### src/verilog/fsu_params.svh
// Constants for the floating-point subtract unit
`ifndef FSU_PARAMS_SVH
`define FSU_PARAMS_SVH

// Register offsets on the bus
`define FSU_OFF_REG0     8'h00
`define FSU_OFF_STATUS   8'h20
`define FSU_OFF_INT_STAT 8'h24
`define FSU_OFF_INT_CLR  8'h28
`define FSU_OFF_INT_EN   8'h2C

// Opcode patterns
`define FSU_LSW_RR       16'hE720
`define FSU_MSW_RR_ZERO  7'h00
`define FSU_IMM_TOP      10'h3A3
`define FSU_LOAD_TOP     12'hE32
`define FSU_STORE_TOP    12'hE02

// Status register bit positions, writable mask and reset value
`define FSU_BIT_LVF      0
`define FSU_BIT_LUF      1
`define FSU_BIT_NF       2
`define FSU_BIT_ZF       3
`define FSU_BIT_NI       4
`define FSU_BIT_ZI       5
`define FSU_BIT_TF       6
`define FSU_BIT_RND      9
`define FSU_STF_MASK     11'h27F
`define FSU_STF_RESET    11'h000

// Interrupt event bits
`define FSU_EV_OVF       0
`define FSU_EV_UNF       1

// Floating-point limits and bus word transfer size
`define FSU_EXP_INF      10'sd255
`define FSU_FP_MAX       31'h7F7FFFFF
`define FSU_SHIFT_MAX    8'h1A
`define FSU_AHB_WORD     3'h2

`endif

### src/verilog/fsu_pkg.sv
// Types shared by the floating-point subtract unit
package fsu_pkg;

  typedef struct packed
  {
    logic [15:0] lsw;
    logic [15:0] msw;
  } fsu_instr_t;

  typedef enum logic [2:0]
  {
    FSU_OP_NONE  = 3'b000,
    FSU_OP_RR    = 3'b001,
    FSU_OP_IMM   = 3'b010,
    FSU_OP_LOAD  = 3'b011,
    FSU_OP_STORE = 3'b100
  } fsu_op_t;

  typedef struct packed
  {
    logic        valid;
    logic [2:0]  dest;
    logic [31:0] minuend;
    logic [31:0] subtrahend;
  } fsu_pipe_t;

  typedef struct packed
  {
    logic        valid;
    logic [7:0]  mode;
    logic [31:0] data;
  } fsu_store_t;

endpackage

### src/verilog/fsu_top.sv
// Floating-point subtract datapath with parallel move, register file and bus slave
`timescale 1ns/10ps
`default_nettype none
`include "fsu_params.svh"

module fsu_top
(
  input  wire logic                core_clk,
  input  wire logic                reset,
  input  wire logic                issue_valid,
  input  wire fsu_pkg::fsu_instr_t instr,
  input  wire logic [31:0]         load_data,
  output var fsu_pkg::fsu_store_t  store,
  output logic [10:0]              float_status_register,
  input  wire logic                hsel,
  input  wire logic [31:0]         haddr,
  input  wire logic [1:0]          htrans,
  input  wire logic                hwrite,
  input  wire logic [2:0]          hsize,
  input  wire logic [31:0]         hwdata,
  input  wire logic                hready,
  output logic                     hreadyout,
  output logic                     hresp,
  output logic [31:0]              hrdata,
  output logic                     irq
);

  // Subtract with flush-to-zero of denormal inputs; returns {ovf, unf, result}
  function automatic logic [33:0] fp_sub
  (
    input logic [31:0] x,
    input logic [31:0] y,
    input logic        rnd
  );
    logic              same;
    logic [31:0]       yn;
    logic [31:0]       big;
    logic [31:0]       sml;
    logic [7:0]        d;
    logic [27:0]       mb;
    logic [27:0]       ms;
    logic [27:0]       sum;
    logic signed [9:0] e;
    logic              ov;
    logic              un;
    logic [31:0]       r;
    yn = {~y[31], y[30:0]};
    if (x[30:0] < yn[30:0])
    begin
      big = yn;
      sml = x;
    end
    else
    begin
      big = x;
      sml = yn;
    end
    same = big[31] == sml[31];
    d = big[30:23] - sml[30:23];
    mb = (big[30:23] == 8'h00) ? 28'h0 : {2'b01, big[22:0], 3'h0};
    ms = (sml[30:23] == 8'h00) ? 28'h0 : {2'b01, sml[22:0], 3'h0};
    // Sticky bit dropped: alignment loss only affects the last ulp
    ms = (d > `FSU_SHIFT_MAX) ? 28'h0 : ms >> d;
    sum = same ? mb + ms : mb - ms;
    e = signed'({2'b00, big[30:23]});
    if (sum[27])
    begin
      sum = sum >> 1;
      e = e + 10'sd1;
    end
    for (int i = 0; i < 26; i++)
    begin
      if (sum != 28'h0 && !sum[26])
      begin
        sum = sum << 1;
        e = e - 10'sd1;
      end
    end
    // Round-to-nearest only when the rounding mode flag asks for it
    if (rnd && sum[2])
    begin
      sum = sum + 28'h8;
      if (sum[27])
      begin
        sum = sum >> 1;
        e = e + 10'sd1;
      end
    end
    ov = 1'b0;
    un = 1'b0;
    if (sum == 28'h0)
      r = 32'h0;
    else if (e >= `FSU_EXP_INF)
    begin
      ov = 1'b1;
      r = {big[31], `FSU_FP_MAX};
    end
    else if (e <= 10'sd0)
    begin
      un = 1'b1;
      r = {big[31], 31'h0};
    end
    else
      r = {big[31], e[7:0], sum[25:3]};
    return {ov, un, r};
  endfunction

  logic [31:0]         rf [0:7];
  logic [31:0]         next_rf [0:7];
  fsu_pkg::fsu_pipe_t  pipe;
  fsu_pkg::fsu_pipe_t  next_pipe;
  fsu_pkg::fsu_store_t next_store;
  logic [10:0]         next_stf;
  logic [1:0]          int_stat;
  logic [1:0]          int_en;
  logic                dph_wr;
  logic                dph_rd;
  logic                rd_done;
  logic [7:0]          dph_off;

  // Instruction decode
  wire fsu_pkg::fsu_op_t op;
  wire is_rr    = instr.lsw == `FSU_LSW_RR && instr.msw[15:9] == `FSU_MSW_RR_ZERO;
  wire is_imm   = instr.lsw[15:6] == `FSU_IMM_TOP;
  wire is_load  = instr.lsw[15:4] == `FSU_LOAD_TOP;
  wire is_store = instr.lsw[15:4] == `FSU_STORE_TOP;
  wire is_par   = is_load || is_store;

  assign op = !issue_valid ? fsu_pkg::FSU_OP_NONE  :
              is_rr        ? fsu_pkg::FSU_OP_RR    :
              is_imm       ? fsu_pkg::FSU_OP_IMM   :
              is_load      ? fsu_pkg::FSU_OP_LOAD  :
              is_store     ? fsu_pkg::FSU_OP_STORE :
                             fsu_pkg::FSU_OP_NONE;

  // Selector fields per form
  wire [2:0]  sel_rr_min  = instr.msw[5:3];
  wire [2:0]  sel_rr_sub  = instr.msw[8:6];
  wire [2:0]  sel_low_dst = instr.msw[2:0];
  wire [2:0]  sel_par_min = {instr.lsw[0], instr.msw[15:14]};
  wire [2:0]  sel_par_sub = instr.lsw[3:1];
  wire [2:0]  sel_par_dst = instr.msw[13:11];
  wire [2:0]  sel_move    = instr.msw[10:8];
  wire [7:0]  mem_field   = instr.msw[7:0];
  wire [15:0] imm_hi      = {instr.lsw[5:0], instr.msw[15:6]};

  wire [2:0]  sel_min = is_par ? sel_par_min : sel_rr_min;
  wire [2:0]  sel_sub = is_par ? sel_par_sub : (is_imm ? sel_rr_min : sel_rr_sub);
  wire [2:0]  sel_dst = is_par ? sel_par_dst : sel_low_dst;

  // Minuend for the immediate form has a zero low half
  wire [31:0] imm_word = {imm_hi, 16'h0000};

  // First pipeline stage captures operands
  always_comb
  begin
    next_pipe.valid      = op != fsu_pkg::FSU_OP_NONE;
    next_pipe.dest       = sel_dst;
    next_pipe.minuend    = is_imm ? imm_word : rf[sel_min];
    next_pipe.subtrahend = rf[sel_sub];
  end

  always_ff @(posedge core_clk)
  begin
    if (reset)
      pipe <= '0;
    else
      pipe <= next_pipe;
  end

  // Second stage computes and writes back
  wire [33:0] sub_out  = fp_sub(pipe.minuend, pipe.subtrahend, float_status_register[`FSU_BIT_RND]);
  wire [31:0] sub_res  = sub_out[31:0];
  wire        ev_unf   = pipe.valid && sub_out[32];
  wire        ev_ovf   = pipe.valid && sub_out[33];
  wire        load_wr  = op == fsu_pkg::FSU_OP_LOAD;

  // Bus side decode
  wire        addr_phase = hsel && htrans[1] && hready && hsize == `FSU_AHB_WORD;
  wire        bus_wr     = dph_wr && hready;
  wire        sw_reg_wr  = bus_wr && dph_off < `FSU_OFF_STATUS;
  wire        sw_stf_wr  = bus_wr && dph_off == `FSU_OFF_STATUS;
  wire        sw_en_wr   = bus_wr && dph_off == `FSU_OFF_INT_EN;
  wire [1:0]  sw_clr     = (bus_wr && dph_off == `FSU_OFF_INT_CLR) ? hwdata[1:0] : 2'b00;

  // Register file: subtract writeback beats load, load beats software
  genvar gi;
  generate
    for (gi = 0; gi < 8; gi++)
    begin : g_reg
      wire pipe_hit = pipe.valid && pipe.dest == 3'(gi);
      wire load_hit = load_wr && sel_move == 3'(gi);
      wire sw_hit   = sw_reg_wr && dph_off[4:2] == 3'(gi);

      assign next_rf[gi] = pipe_hit ? sub_res   :
                           load_hit ? load_data :
                           sw_hit   ? hwdata    :
                                      rf[gi];

      always_ff @(posedge core_clk)
      begin
        if (reset)
          rf[gi] <= 32'h0;
        else
          rf[gi] <= next_rf[gi];
      end
    end
  endgenerate

  // Load flag evaluation
  wire ld_exp_zero = load_data[30:23] == 8'h00;
  wire ld_nf       = load_data[31] && !ld_exp_zero;
  wire ld_zf       = ld_exp_zero;
  wire ld_ni       = load_data[31];
  wire ld_zi       = load_data == 32'h0;

  // Status register; hardware sets win over a software write
  always_comb
  begin
    next_stf = float_status_register;
    if (sw_stf_wr)
      next_stf = hwdata[10:0] & `FSU_STF_MASK;
    if (load_wr)
    begin
      next_stf[`FSU_BIT_NF] = ld_nf;
      next_stf[`FSU_BIT_ZF] = ld_zf;
      next_stf[`FSU_BIT_NI] = ld_ni;
      next_stf[`FSU_BIT_ZI] = ld_zi;
    end
    // Latched flags set by a subtract or by a software status write
    if (ev_ovf)
      next_stf[`FSU_BIT_LVF] = 1'b1;
    if (ev_unf)
      next_stf[`FSU_BIT_LUF] = 1'b1;
  end

  always_ff @(posedge core_clk)
  begin
    if (reset)
      float_status_register <= `FSU_STF_RESET;
    else
      float_status_register <= next_stf;
  end

  // Parallel store: register value goes out one cycle after issue
  always_comb
  begin
    next_store.valid = op == fsu_pkg::FSU_OP_STORE;
    next_store.mode  = mem_field;
    next_store.data  = rf[sel_move];
  end

  always_ff @(posedge core_clk)
  begin
    if (reset)
      store <= '0;
    else
      store <= next_store;
  end

  // Interrupt status: set wins over a clear in the same cycle
  wire [1:0] events        = {ev_unf, ev_ovf};
  wire [1:0] next_int_stat = (int_stat & ~sw_clr) | events;

  always_ff @(posedge core_clk)
  begin
    if (reset)
    begin
      int_stat <= 2'b00;
      int_en   <= 2'b00;
    end
    else
    begin
      int_stat <= next_int_stat;
      if (sw_en_wr)
        int_en <= hwdata[1:0];
    end
  end

  assign irq = |(int_stat & int_en);

  // Bus read mux; unmapped offsets read zero
  wire [31:0] rd_mux =
    dph_off <  `FSU_OFF_STATUS   ? rf[dph_off[4:2]]               :
    dph_off == `FSU_OFF_STATUS   ? {21'h0, float_status_register} :
    dph_off == `FSU_OFF_INT_STAT ? {30'h0, int_stat}              :
    dph_off == `FSU_OFF_INT_EN   ? {30'h0, int_en}                :
                                   32'h0;

  // Reads take one wait state so read data comes from a flop
  always_ff @(posedge core_clk)
  begin
    if (reset)
    begin
      dph_wr  <= 1'b0;
      dph_rd  <= 1'b0;
      rd_done <= 1'b0;
      dph_off <= 8'h00;
    end
    else if (addr_phase)
    begin
      dph_wr  <= hwrite;
      dph_rd  <= !hwrite;
      rd_done <= 1'b0;
      dph_off <= haddr[7:0];
    end
    else if (hready)
    begin
      dph_wr  <= 1'b0;
      dph_rd  <= 1'b0;
    end
    else if (dph_rd)
      rd_done <= 1'b1;
  end

  always_ff @(posedge core_clk)
  begin
    if (reset)
      hrdata <= 32'h0;
    else if (dph_rd && !rd_done)
      hrdata <= rd_mux;
  end

  assign hreadyout = !(dph_rd && !rd_done);
  assign hresp     = 1'b0;

endmodule
`default_nettype wire

### config.mk
export PLATFORM = sky130hd
export DESIGN_NAME = fsu_top
export DESIGN_NICKNAME = d
export VERILOG_FILES = /design/src/verilog/fsu_pkg.sv /design/src/verilog/fsu_top.sv
export VERILOG_INCLUDE_DIRS = /design/src /design/src/verilog
export SDC_FILE = /design/constraint.sdc
export NUM_CORES = 2
export LEC_CHECK = 0
export BUFFER_PORTS_ARGS = -buffer_cell sky130_fd_sc_hd__buf_2
export CELL_PAD_IN_SITES_DETAIL_PLACEMENT = 1
export CELL_PAD_IN_SITES_GLOBAL_PLACEMENT = 1
export CORE_ASPECT_RATIO = 1.75
export CORE_MARGIN = 3
export CORE_UTILIZATION = 52
export DETAILED_ROUTE_END_ITERATION = 10
export PLACE_DENSITY = 0.95
export REMOVE_ABC_BUFFERS = 1
export SLEW_MARGIN = 5
export SYNTH_ARGS = -nofsm -noshare
export SYNTH_HDL_FRONTEND = slang
export SYNTH_SLANG_ARGS = --single-unit
### constraint.sdc
create_clock -name core_clk -period 57.7 [get_ports core_clk]
set_input_delay 8.655 -clock core_clk [delete_from_list [all_inputs] [get_ports core_clk]]
set_output_delay 8.655 -clock core_clk [all_outputs]
set_load 0.01 [all_outputs]
==> results of run 1 <==
-- logic make-up after synthesis --
group / count (synthesis) / share of synthesized area (%)
AND/OR/NAND/NOR: 2691 / 25.2
AO/OA/AOI/OAI: 1827 / 25.3
buffers and inverters: 643 / 5.24
multiplexers: 553 / 15.0
flip-flops: 423 / 22.2
XOR/XNOR: 262 / 4.72
adder cells (fa/ha/maj): 88 / 2.23
other: 1 / 0.00756
-- stage by stage --
step,area (um^2),setup WS (ps),hold WS [ps],cells
after CTS,52600,24230,496,7578
after global placement,51200,25150,443,7500
after detailed placement,51200,24390,458,7500
after floorplan,47500,25990,426,5965
-- per-layer routing --
metal	GRT overflow	global-route usage (%)
met1	0	59.3
met2	2	82.6
met3	0	41.6
met4	7	59.6
met5	0	22.4
==> impl_summary.txt, run 1 <==
----------------------------------------------------
[Outcome]
  Status ... stopped before the end
  Stopped at ... global routing (5_1_grt)
  First error ... [ERROR GRT-0232] Routing congestion too high. Check the congestion heatmap in the GUI.

[Placement]
  Detailed placement HPWL ... 176 mm
  GPL Wtd Cong ... 1.04
  Buffers added on ports ... 196

[Clock network]
  Cts hold-fix bufs ... 0
  Clock sink count ... 423
  CTS-repair resized insts ... 0
  Longest Clk Path Bufs ... 3
  Root cell of the clock tree ... sky130_fd_sc_hd__clkbuf_16
  TritonCTS buffer count ... 42
  CTS H-Tree Depth ... 2
  Number of buffers inserted by post-CTS setup repair ... 0

[Synthesis]
  Sequential-to-total area share from yosys stat ... 22.2%
  Cell count after synthesis ... 6488
  Yosys top cell by area ... sky130_fd_sc_hd__edfxtp_1
  Async set-or-reset flop fraction in the synthesized netlist ... 0%
  Number of warning messages in the yosys log ... 0
  Fraction of synthesized cell area taken by the top area cell type ... 15.5%
  Seq cells post-synth ... 423
  Predominant post-synthesis flop cell ... sky130_fd_sc_hd__edfxtp_1
  Average cell area after synthesis ... 7.65 um^2
  Post-synth design cell area ... 49600 um^2
  Biggest area contributors in the synthesized netlist ... sky130_fd_sc_hd__edfxtp_1 15%, sky130_fd_sc_hd__nand2_1 8.4%, sky130_fd_sc_hd__dfxtp_1 6.7%
  Number of enable flip-flop cells after synthesis ... 256
  Most common cell in the synthesized netlist ... sky130_fd_sc_hd__nand2_1
  Cell variety after synth ... 128
  Most frequent cells after synthesis ... 1105 x sky130_fd_sc_hd__nand2_1, 568 x sky130_fd_sc_hd__a21oi_1, 549 x sky130_fd_sc_hd__nor2_1

[Floorplanning]
  Die outline height ... 415 um
  Total number of placement rows ... 149
  I/O pin total ... 226
  Die outline width ... 239 um
  Initial core utilization ... 52.5%

[Global route]
  Pin count of the biggest net entering global routing ... 93
  GRT Resource Usage Total ... 61.2%
  Total grt overflow ... 9
  Number of antenna violations at the first check in global routing ... 54

----------------------------------------------------
==> run 2, diff against run 1 <==
CELL_PAD_IN_SITES_DETAIL_PLACEMENT = not set   (was 1)
CELL_PAD_IN_SITES_GLOBAL_PLACEMENT = not set   (was 1)
CORE_ASPECT_RATIO = not set   (was 1.75)
CORE_UTILIZATION = 40   (was 52)
PLACE_DENSITY = not set   (was 0.95)
PLACE_DENSITY_LB_ADDON = 0.15   (was not set)
==> impl_summary.txt, run 2 <==
----------------------------------------------------
[STA]
  Rel. slew slack ... 9.55%
  Number of pins exceeding their max-slew limit in the final report ... 0
  Final Skew ... 30.0 ps
  Setup violations, final ... 0
  Final total negative setup slack ... 0 ps
  Tmin final ... 33200 ps
  Worst slew pin tran ... 1340 ps
  Period utilisation layout ... 57.5%
  Setup repair after global routing missed its margin ... no
  Number of hold violations in the final report ... 0
  Peak clock frequency supported by timing ... 30.1 MHz

[Route]
  Post-DRT Antenna Nets ... 0
  Top metal layer carrying routed signals ... met5
  Number of vias per cell ... 6.66
  Met3 layer wire length in the routed design ... 25.1 mm
  Metal-1 WL ... 88.4 mm
  # DRC ... 0
  Vias post-DR ... 53.5k
  WL/cell ... 27.3 um
  Total routed wirelength ... 219 mm
  Length of routed met2 wiring ... 93.5 mm
  First-pass iteration count of the detailed router ... 6
  Drt initial violations ... 7299

[Synthesis]
  Post-synth design cell area ... 49600 um^2 (unchanged)
  Biggest area contributors in the synthesized netlist ... sky130_fd_sc_hd__edfxtp_1 15%, sky130_fd_sc_hd__nand2_1 8.4%, sky130_fd_sc_hd__dfxtp_1 6.7%
  Most common cell in the synthesized netlist ... sky130_fd_sc_hd__nand2_1
  Number of warning messages in the yosys log ... 0 (unchanged)
  Cell variety after synth ... 128 (unchanged)
  Average cell area after synthesis ... 7.65 um^2 (unchanged)
  Fraction of synthesized cell area taken by the top area cell type ... 15.5% (unchanged)
  Seq cells post-synth ... 423 (unchanged)
  Sequential-to-total area share from yosys stat ... 22.2% (unchanged)
  Predominant post-synthesis flop cell ... sky130_fd_sc_hd__edfxtp_1
  Cell count after synthesis ... 6488 (unchanged)
  Most frequent cells after synthesis ... 1105 x sky130_fd_sc_hd__nand2_1, 568 x sky130_fd_sc_hd__a21oi_1, 549 x sky130_fd_sc_hd__nor2_1
  Yosys top cell by area ... sky130_fd_sc_hd__edfxtp_1
  Async set-or-reset flop fraction in the synthesized netlist ... 0% (unchanged)
  Number of enable flip-flop cells after synthesis ... 256 (unchanged)

[Finish]
  Most flops, register ... rf
  Commonest non-fill, non-tap cell in the layout ... sky130_fd_sc_hd__nand2_1
  Share of layout cells above drive strength 1 ... 15.0%
  Synth-to-layout area growth ... 7.67%
  Fillcell total ... 12.5k
  Largest registers ... rf (256), pipe (68), store (41)
  Max FFs per register ... 256
  Commonest non-fill, non-tap cells in the layout ... 1105 x sky130_fd_sc_hd__nand2_1, 568 x sky130_fd_sc_hd__a21oi_1, 539 x sky130_fd_sc_hd__nor2_1
  Final net count ... 6563

[Worst setup path]
  Worst-path cell with the longest stage delay ... sky130_fd_sc_hd__a21oi_1
  Worst Setup Start Kind ... register
  Worst-path fanout max ... 50
  Category of the worst setup path capture point ... register
  Critical Path AT ... 33500 ps
  Top cell by count, worst path ... sky130_fd_sc_hd__ha_1
  Critical Setup Path Class ... reg -> reg
  Largest stage delay on the critical path ... 1040 ps
  CP required ... 58010 ps

[Clock network]
  CTS tree ... yes
  TritonCTS buffer count ... 49 (+17%)
  Clock edge transition at the registers on the reported setup and hold paths ... 60 ps
  Clock sink count ... 423 (unchanged)
  CTS-repair resized insts ... 0 (unchanged)
  Root cell of the clock tree ... sky130_fd_sc_hd__clkbuf_16
  Cts hold-fix bufs ... 0 (unchanged)
  Number of buffers inserted by post-CTS setup repair ... 0 (unchanged)
  CTS H-Tree Depth ... 2 (unchanged)
  Longest Clk Path Bufs ... 3 (unchanged)
  Clock latency on the worst-skew pair ... 630 ps

[Placement]
  GPL Wtd Cong ... 0.980 (-5.5%)
  Detailed placement HPWL ... 145 mm (-17%)
  Buffers added on ports ... 196 (unchanged)

[Run]
  Count of max-cap constraint violations ... 0

[Floorplanning]
  Initial core utilization ... 40.5% (-12 points)
  DIE AREA ... 128000 um^2
  Die outline width ... 358 um (+50%)
  Core ar. ... 123000 um^2
  Total number of placement rows ... 128 (-14%)
  I/O pin total ... 226 (unchanged)
  Die outline height ... 358 um (-14%)

[Global route]
  Number of antenna violations at the first check in global routing ... 32
  Vias in the first global route ... 49.4k
  GRT Resource Usage Total ... 32.8%
  First-pass GRT wire length ... 322 mm
  Pin count of the biggest net entering global routing ... 97
  Total grt overflow ... 0

[Worst hold path]
  Class of the most critical hold timing path ... reg -> reg

[Outcome]
  Status ... finished clean

----------------------------------------------------
run 2: cell counts after synthesis:
No cell type changed its count.
run 2: area by class of cell:
class                   count  area [um^2]  area share, %
multi-input cells        5425        36300           67.9
well taps                1625         2030           3.81
clock inverters            23          171          0.321
clock buffers              69         1450           2.71
repair buffers            321         1950           3.64
flip-flops and latches    423        11000           20.7
inverters                 117          439          0.822
diodes                     20         50.0         0.0937
run 2: metrics by stage:
step | std cells | instance area (um^2) | utilization, % | setup WS (ps) | hold slack (ps)
2_1_floorplan | 5965 | 47500 | - | 25990 | 426
3_3_place_gp | 7910 | 51700 | 42.2 | 25220 | 444
6_report | 8023 | 53400 | 43.6 | 24500 | 464
3_5_place_dp | 7910 | 51700 | 42.2 | 25170 | 455
5_1_grt | 8014 | 53400 | 43.6 | 22270 | 500
4_1_cts | 8002 | 53300 | 43.5 | 25070 | 467
run 2: cells by family after synthesis:
kind of cell	Yosys count	share of synthesized area, %
xor+xnor	262	4.72
simple gates	2691	25.2
flops	423	22.2
other cells	1	0.00756
mux	553	15.0
fa+ha+maj	88	2.23
compound gates	1827	25.3
buf+inv	643	5.24
run 2: path summary, 6_finish.rpt:
path             from        end  slack (ps)  cells after the start
min           rd_done    rd_done         460                      2
min reg2reg   rd_done    rd_done         460                      2
max reg2reg  pipe[23]  rf[5][11]       24500                    104
max          pipe[23]  rf[5][11]       24500                    104
run 2: per-layer routing:
metal | vias up | track usage, %
met5 | - | 0
met4 | 26 | 15.5
met3 | 770 | 8.32
met2 | 3406 | 49.3
met1 | 25400 | 43.9
li1 | 23800 | -
run 2: critical path, delay by kind of cell, from the launching register on:
family | cells | cell delay [ps]
AOI/OAI and AO/OA | 40 | 13240
and+or+nand+nor | 30 | 9400
adders and majority gates | 13 | 3680
muxes | 10 | 3500
buffers and inverters | 10 | 2150
DFF | 1 | 450
xor gates and xnor gates | 1 | 240
Power of run 2 is not shown: default switching activity piles up to over one toggle a cycle in this logic, so the estimate is an artifact.
